File: src/verilog/acss_pkg.sv
package acss_pkg;

  // ----------------------------------------------------------------
  // Register map
  // ----------------------------------------------------------------
  localparam logic [3:0] SCAN_RANGE_OFFSET = 4'h2;
  localparam logic [7:0] SCAN_RANGE_RESET  = 8'h00;
  localparam int         FIRST_LSB         = 0;
  localparam int         LAST_LSB          = 4;
  localparam int         CHAN_W            = 4;
  localparam logic [3:0] CHAN_RESET        = 4'h0;
  localparam logic [3:0] SE_MASK           = 4'hf;
  localparam logic [3:0] DIFF_MASK         = 4'h7;
  localparam logic [7:0] UNMAPPED_READ     = 8'h00;

  // ----------------------------------------------------------------
  // Timing
  // ----------------------------------------------------------------
  localparam int CLK_PERIOD_NS  = 10;
  localparam int AVG_RESET_NS   = 6000;
  localparam int AVG_RESET_CYC  = AVG_RESET_NS / CLK_PERIOD_NS;
  localparam int AVG_CNT_W      = 10;

endpackage : acss_pkg

File: src/verilog/acss_scan_sequencer.sv
`timescale 1ns/1ps
module acss_scan_sequencer
  import acss_pkg::*;
(
  // Clock and reset
  input  wire logic        clk,
  input  wire logic        arst_n,
  // Host I/O bus
  input  wire logic [3:0]  io_addr,
  input  wire logic        io_wr,
  input  wire logic        io_rd,
  input  wire logic [7:0]  io_wdata,
  output logic      [7:0]  io_rdata,
  // Straps and mode
  input  wire logic        legacy_mode_strap,
  input  wire logic        fifo_superset_strap,
  input  wire logic        averager_strap,
  input  wire logic        diff_mode,
  // Conversion trigger
  input  wire logic        conv_trigger,
  // Analog side and status
  output logic [3:0]       active_channel,
  output logic             hold_strobe_out,
  output logic             conversion_active_flag,
  // Reset pulses to neighbours
  output logic             fifo_reset,
  output logic             acq_reset,
  output logic             avg_reset
);

  // ----------------------------------------------------------------
  // Helpers
  // ----------------------------------------------------------------
  function automatic logic [3:0] chan_mask(input logic [3:0] c,
                                           input logic       diff);
    chan_mask = diff ? (c & DIFF_MASK) : (c & SE_MASK);
  endfunction : chan_mask

  logic [7:0]           scan_q, scan_d;
  logic [3:0]           chan_q, chan_d;
  logic                 hold_q, hold_d;
  logic [7:0]           rdata_q, rdata_d;
  logic                 fifo_rst_q, fifo_rst_d;
  logic                 acq_rst_q, acq_rst_d;
  logic                 avg_rst_q, avg_rst_d;
  logic [AVG_CNT_W-1:0] avg_cnt_q, avg_cnt_d;
  logic                 busy_q, busy_d;
  logic                 scan_wr;
  logic [3:0]           first_m, last_m, chan_m;

  // Bus decode and masked views
  assign scan_wr = io_wr && (io_addr == SCAN_RANGE_OFFSET);
  assign first_m = chan_mask(scan_q[FIRST_LSB +: CHAN_W], diff_mode);
  assign last_m  = chan_mask(scan_q[LAST_LSB +: CHAN_W], diff_mode);
  assign chan_m  = chan_mask(chan_q, diff_mode);

  // ----------------------------------------------------------------
  // Sequencer next state
  // ----------------------------------------------------------------
  always_comb begin
    scan_d = scan_q;
    chan_d = chan_q;
    hold_d = hold_q;
    if (scan_wr) begin
      scan_d = io_wdata;
      chan_d = chan_mask(io_wdata[FIRST_LSB +: CHAN_W], diff_mode);
      hold_d = 1'b1;
    end else if (conv_trigger) begin
      if (chan_m == last_m) begin
        chan_d = first_m;
        hold_d = 1'b1;
      end else begin
        chan_d = chan_mask(chan_m + 4'h1, diff_mode);
        if (chan_m == first_m) begin
          hold_d = 1'b0;
        end
      end
    end
  end

  // Read data, unmapped offsets read zero
  always_comb begin
    rdata_d = rdata_q;
    if (io_rd) begin
      rdata_d = (io_addr == SCAN_RANGE_OFFSET) ? scan_q : UNMAPPED_READ;
    end
  end

  // Reset pulses and averager busy window
  always_comb begin
    fifo_rst_d = scan_wr && (fifo_superset_strap || legacy_mode_strap);
    acq_rst_d  = scan_wr;
    avg_rst_d  = scan_wr && averager_strap;
    avg_cnt_d  = avg_cnt_q;
    if (scan_wr && averager_strap) begin
      avg_cnt_d = AVG_CNT_W'(AVG_RESET_CYC);
    end else if (avg_cnt_q != '0) begin
      avg_cnt_d = avg_cnt_q - AVG_CNT_W'(1);
    end
    busy_d     = (avg_cnt_d != '0);
  end

  // ----------------------------------------------------------------
  // Registers
  // ----------------------------------------------------------------
  always_ff @(posedge clk or negedge arst_n) begin
    if (!arst_n) begin
      scan_q     <= SCAN_RANGE_RESET;
      chan_q     <= CHAN_RESET;
      hold_q     <= 1'b1;
      rdata_q    <= UNMAPPED_READ;
      fifo_rst_q <= 1'b0;
      acq_rst_q  <= 1'b0;
      avg_rst_q  <= 1'b0;
      avg_cnt_q  <= '0;
      busy_q     <= 1'b0;
    end else begin
      scan_q     <= scan_d;
      chan_q     <= chan_d;
      hold_q     <= hold_d;
      rdata_q    <= rdata_d;
      fifo_rst_q <= fifo_rst_d;
      acq_rst_q  <= acq_rst_d;
      avg_rst_q  <= avg_rst_d;
      avg_cnt_q  <= avg_cnt_d;
      busy_q     <= busy_d;
    end
  end

  // Outputs straight from flops
  assign io_rdata               = rdata_q;
  assign active_channel         = chan_q;
  assign hold_strobe_out        = hold_q;
  assign fifo_reset             = fifo_rst_q;
  assign acq_reset              = acq_rst_q;
  assign avg_reset              = avg_rst_q;
  assign conversion_active_flag = busy_q;

  // Cycles since the last averager reset, saturating past the window
  logic [AVG_CNT_W-1:0] busy_age_q, busy_age_d;

  always_comb begin
    busy_age_d = busy_age_q;
    if (scan_wr && averager_strap) begin
      busy_age_d = AVG_CNT_W'(1);
    end else if (busy_age_q != '0
                 && busy_age_q <= AVG_CNT_W'(AVG_RESET_CYC)) begin
      busy_age_d = busy_age_q + AVG_CNT_W'(1);
    end
  end

  // Age counter register
  always_ff @(posedge clk or negedge arst_n) begin
    if (!arst_n) begin
      busy_age_q <= '0;
    end else begin
      busy_age_q <= busy_age_d;
    end
  end
endmodule : acss_scan_sequencer
File: config.mk
export PLATFORM = sky130hd
export DESIGN_NAME = acss_scan_sequencer
export DESIGN_NICKNAME = d
export VERILOG_FILES = /design/src/verilog/acss_pkg.sv /design/src/verilog/acss_scan_sequencer.sv
export SDC_FILE = /design/constraint.sdc
export NUM_CORES = 1
export LEC_CHECK = 0
export BUFFER_PORTS_ARGS = -buffer_cell sky130_fd_sc_hd__buf_4
export CORE_UTILIZATION = 25
export CTS_CLUSTER_SIZE = 16
export DETAILED_ROUTE_END_ITERATION = 8
export PLACE_DENSITY = 0.51
export SYNTH_ARGS = -nofsm -noshare
export SYNTH_HDL_FRONTEND = slang
export SYNTH_SLANG_ARGS = --single-unit
File: constraint.sdc
create_clock -name clk -period 6.3 [get_ports clk]
set_clock_uncertainty 0.1 [all_clocks]
set_input_delay 1.26 -clock clk [delete_from_list [all_inputs] [get_ports clk]]
set_output_delay 1.26 -clock clk [all_outputs]
set_load 0.03 [all_outputs]
==> impl_results.md <==
* Initial DRC count at 89
* Clock latency on the worst-skew pair at 0.29 ns
* Hold Crit Depth at 1
* Met3 wire len at between 150 and 200 um
* Critical path's slowest cell: nand2_1
* Post-synth cell types at 43
* Inserted Clock Buffers at 5
* Syn avg cell area at 9.975 sq um
* Setup TNS at 0 ns
* Max-slew headroom at about 57%
* CP endpoint kind: flip-flop
* Via Count at 1454
* Top Layer Used: met4
* Worst path max stage delay at roughly 0.35 ns
* Gates resized, CTS repair at 0
* Post-synth EDFFs at 0
* Cell-internal power at between 0.0005 and 0.0006 W
* Die area at about 0.0075 sq mm
* Final worst setup slack at 3.192 ns
* Setup repair bufs after CTS at 0
* HP Class: flip-flop to flip-flop
* Synthesized flop and latch total at 35
* Detailed Route WL at between 4 and 5 mm
* Final antenna-violating net count at 0
* CTS max path bufs at 2
* Switching part of the total power at between 40% and 50%
* Gp weighted congestion at slightly below 0.8
* Top FF cell, synth: dfrtp_1
* Io pins at 38
* Gr ovfl total at 0
* Area of the mapped netlist at approximately 0.0018 sq mm
* Status: finished clean
* Post-CTS Hold Buffers at 0
* Hold wc startpoint: io_rdata[5]$_DFFE_PN0P_
* CP startpoint kind: input port
* CTS H-tree lvls at 2
* Critical Setup Path Class: input port to flip-flop
* CTS Sinks at 35
* Final min period at ~3.1 ns
* WL met1 at approximately 2.1 mm
* Initial DRT Pass Iterations at 4
* Worst r2r path cells at 7
* Site Rows at 30
* Post-synth net total at 203
* Starting density of the core at a little over a quarter
* Worst-Margin Slew at 0.6421 ns
* Final nets at between 200 and 250
* VDD IR-drop max at around 0.11 mV
* First-pass GRT wire length at approximately 7 mm
* Via density at between 4 and 5
* Comb power frac at 35.9%
* Power density over the cells at ~370 mW/mm^2
* P_leak at 1.048 nW
* Max-cap violation count at 0
* Area Overhead vs Synth at 25.57%
* Crit-path max FO at 16
* Fin area at 0.002255 sq mm
* R2R Path Start: avg_cnt_q[0]$_DFF_PN0_
* Fmax at ~0.32 GHz
* Die Y-Extent at between 80 and 90 um
* Die outline width at just under 90 um
* Max Slew Vio Count at 0
* Total track usage at between 10% and 20%
* YS warnings at 0
* Largest net degree at the start of global routing at 36
* Post-route DRC violation count at 0
* Wire per inst at around 14 um
* Port Buf Inserts at 37
* Arrival @ worst endpoint at approximately 3.2 ns
* Gate Count Post-Synth at 180
* RSZ-0062 raised after global routing: no
* Met2 routed WL at between 1.5 and 2 mm
* Number of global-route vias before repair at between 1000 and 1500
* WP data required at roughly 6.4 ns
* Setup violations, final at 0
* CTS tree: built
* Post-synthesis sequential area ratio at about half
* Reg2reg end: conversion_active_flag$_DFF_PN0_
* Core area at about 0.0069 sq mm
* Fin crit share at 49.33%
* Post-place instance area at 0.002171 sq mm
* DP Worst Slack at around 2.9 ns
* Sequential share of power at between 40% and 50%
* Fill count at ~740
* CP cell instances: buf_4 > nor4b_2 > nand2_1 > inv_2 > nand2_1 > inv_2 > a311oi_1 > nor3_1 > o2111ai_1
* FF-to-FF setup slack at ~4.1 ns
* Total power draw at 0.0008419 W
* Clock power frac at 18.8%
* Initial antenna violation count at 0
* Post-DP HPWL at about 3.1 mm
* Post-synth ARST share at 100.0%
* P_sw at 0.0003418 W
* Clk slew on worst S/H paths at about 0.070 ns
* Root Driver: clkbuf_8
* Sink of the worst hold path: io_rdata[5]$_DFFE_PN0P_
* # diodes at 0
* Layout cells sized above 1 at about a quarter
* Hold Fails Final Rpt at 0
## power groups by stage
stage               logic, W  registers (W)  clock network (W)
global placement    0.000308       0.000385                  0
detailed placement  0.000304       0.000388                  0
floorplan           0.000212       0.000382                  0
CTS                 0.000307       0.000383           0.000166
finish              0.000302       0.000382           0.000158
global route        0.000333       0.000393           0.000176
## Yosys cell counts, types with 2 or more instances
library cell	count	share of area, %
nand2_1	35	7.3
dfrtp_1	34	47
o2111ai_1	2	0.98
inv_1	6	1.3
nor2_1	14	2.9
nand3b_1	2	0.84
o221ai_1	2	0.98
ha_1	2	1.4
inv_2	2	0.42
mux2i_1	5	2.8
xnor2_1	6	2.9
clkbuf_1	6	1.3
xor2_1	5	2.4
nor4_4	2	2.4
a21oi_1	6	1.7
and3_1	2	0.70
a22o_1	8	3.9
a211oi_1	2	0.84
nand3_1	6	1.7
o31ai_1	4	1.7
o21ai_0	3	0.84
nand2b_1	3	1.0
nor3_1	3	0.84
## routing by layer
layer / track usage [%] / vias to the layer above
met4: 5.455 / 0
met1: 17.09 / 696
met5: 0 / -
met3: 2.952 / 8
met2: 17.53 / 33
li1: - / 717
## layout by cell type (no fill, tap or decap), types with 2 or more instances in the layout
cell / n
buf_4: 37
nand2_1: 35
dfrtp_1: 34
nor2_1: 14
a22o_1: 8
inv_1: 6
nand3_1: 6
a21oi_1: 6
xnor2_1: 6
mux2i_1: 5
xor2_1: 5
clkbuf_8: 5
o31ai_1: 4
nor3_1: 3
o21ai_0: 3
nand2b_1: 3
clkinv_2: 3
inv_2: 2
nand3b_1: 2
nor4_4: 2
and3_1: 2
a211oi_1: 2
o2111ai_1: 2
o221ai_1: 2
ha_1: 2
## worst max-delay path, delay by kind of cell
kind | cells | cell delay (ns)
AO/OA/AOI/OAI | 2 | 0.20
buffers and inverters | 3 | 0.62
AND/OR/NAND/NOR | 4 | 1.07
## cell type report
cell class,instances,area (sq um),area share (%)
sequential,35,877.1,38.90
multi-input combinational,131,865.8,38.40
timing repair buffer,37,277.8,12.32
tap,96,120.1,5.327
clock buffer,5,68.82,3.052
inverter,8,30.03,1.332
clock inverter,3,15.01,0.6659
## how the worst max path moves through the flow
stage / from / end / cells after the start
5_1_grt: io_addr[0] / conversion_active_flag$_DFF_PN0_ / 9
6_report: io_addr[0] / conversion_active_flag$_DFF_PN0_ / 9
3_5_place_dp: io_addr[0] / conversion_active_flag$_DFF_PN0_ / 9
2_1_floorplan: io_addr[0] / conversion_active_flag$_DFF_PN0_ / 8
4_1_cts: io_addr[0] / conversion_active_flag$_DFF_PN0_ / 9
3_3_place_gp: io_addr[0] / conversion_active_flag$_DFF_PN0_ / 9
## registers in the layout (all words and copies together), names as in the netlist, 4 cells and up
| register | count |
|---|---|
| io_rdata | 8 |
| scan_q | 8 |
| active_channel | 4 |
| avg_cnt_q | 10 |
## logic make-up after synthesis
| group | share of synthesized area, % |
|---|---|
| muxes | 2.788 |
| adders and majority gates | 1.394 |
| and+or+nand+nor | 25.02 |
| DFF | 48.85 |
| AOI/OAI and AO/OA | 13.66 |
| xor gates and xnor gates | 5.366 |
| buffers and inverters | 2.927 |
## stage by stage
step | cells | hold slack [ns] | utilization [%]
detailed placement | 307 | 0.4001 | 31.60
global route | 315 | 0.4312 | 32.82
CTS | 315 | 0.4166 | 32.82
global placement | 307 | 0.3986 | 31.60
floorplan | 180 | 0.3884 | -
finish | 315 | 0.4165 | 32.82
No activity file was read; power rests on OpenSTA's default activity.
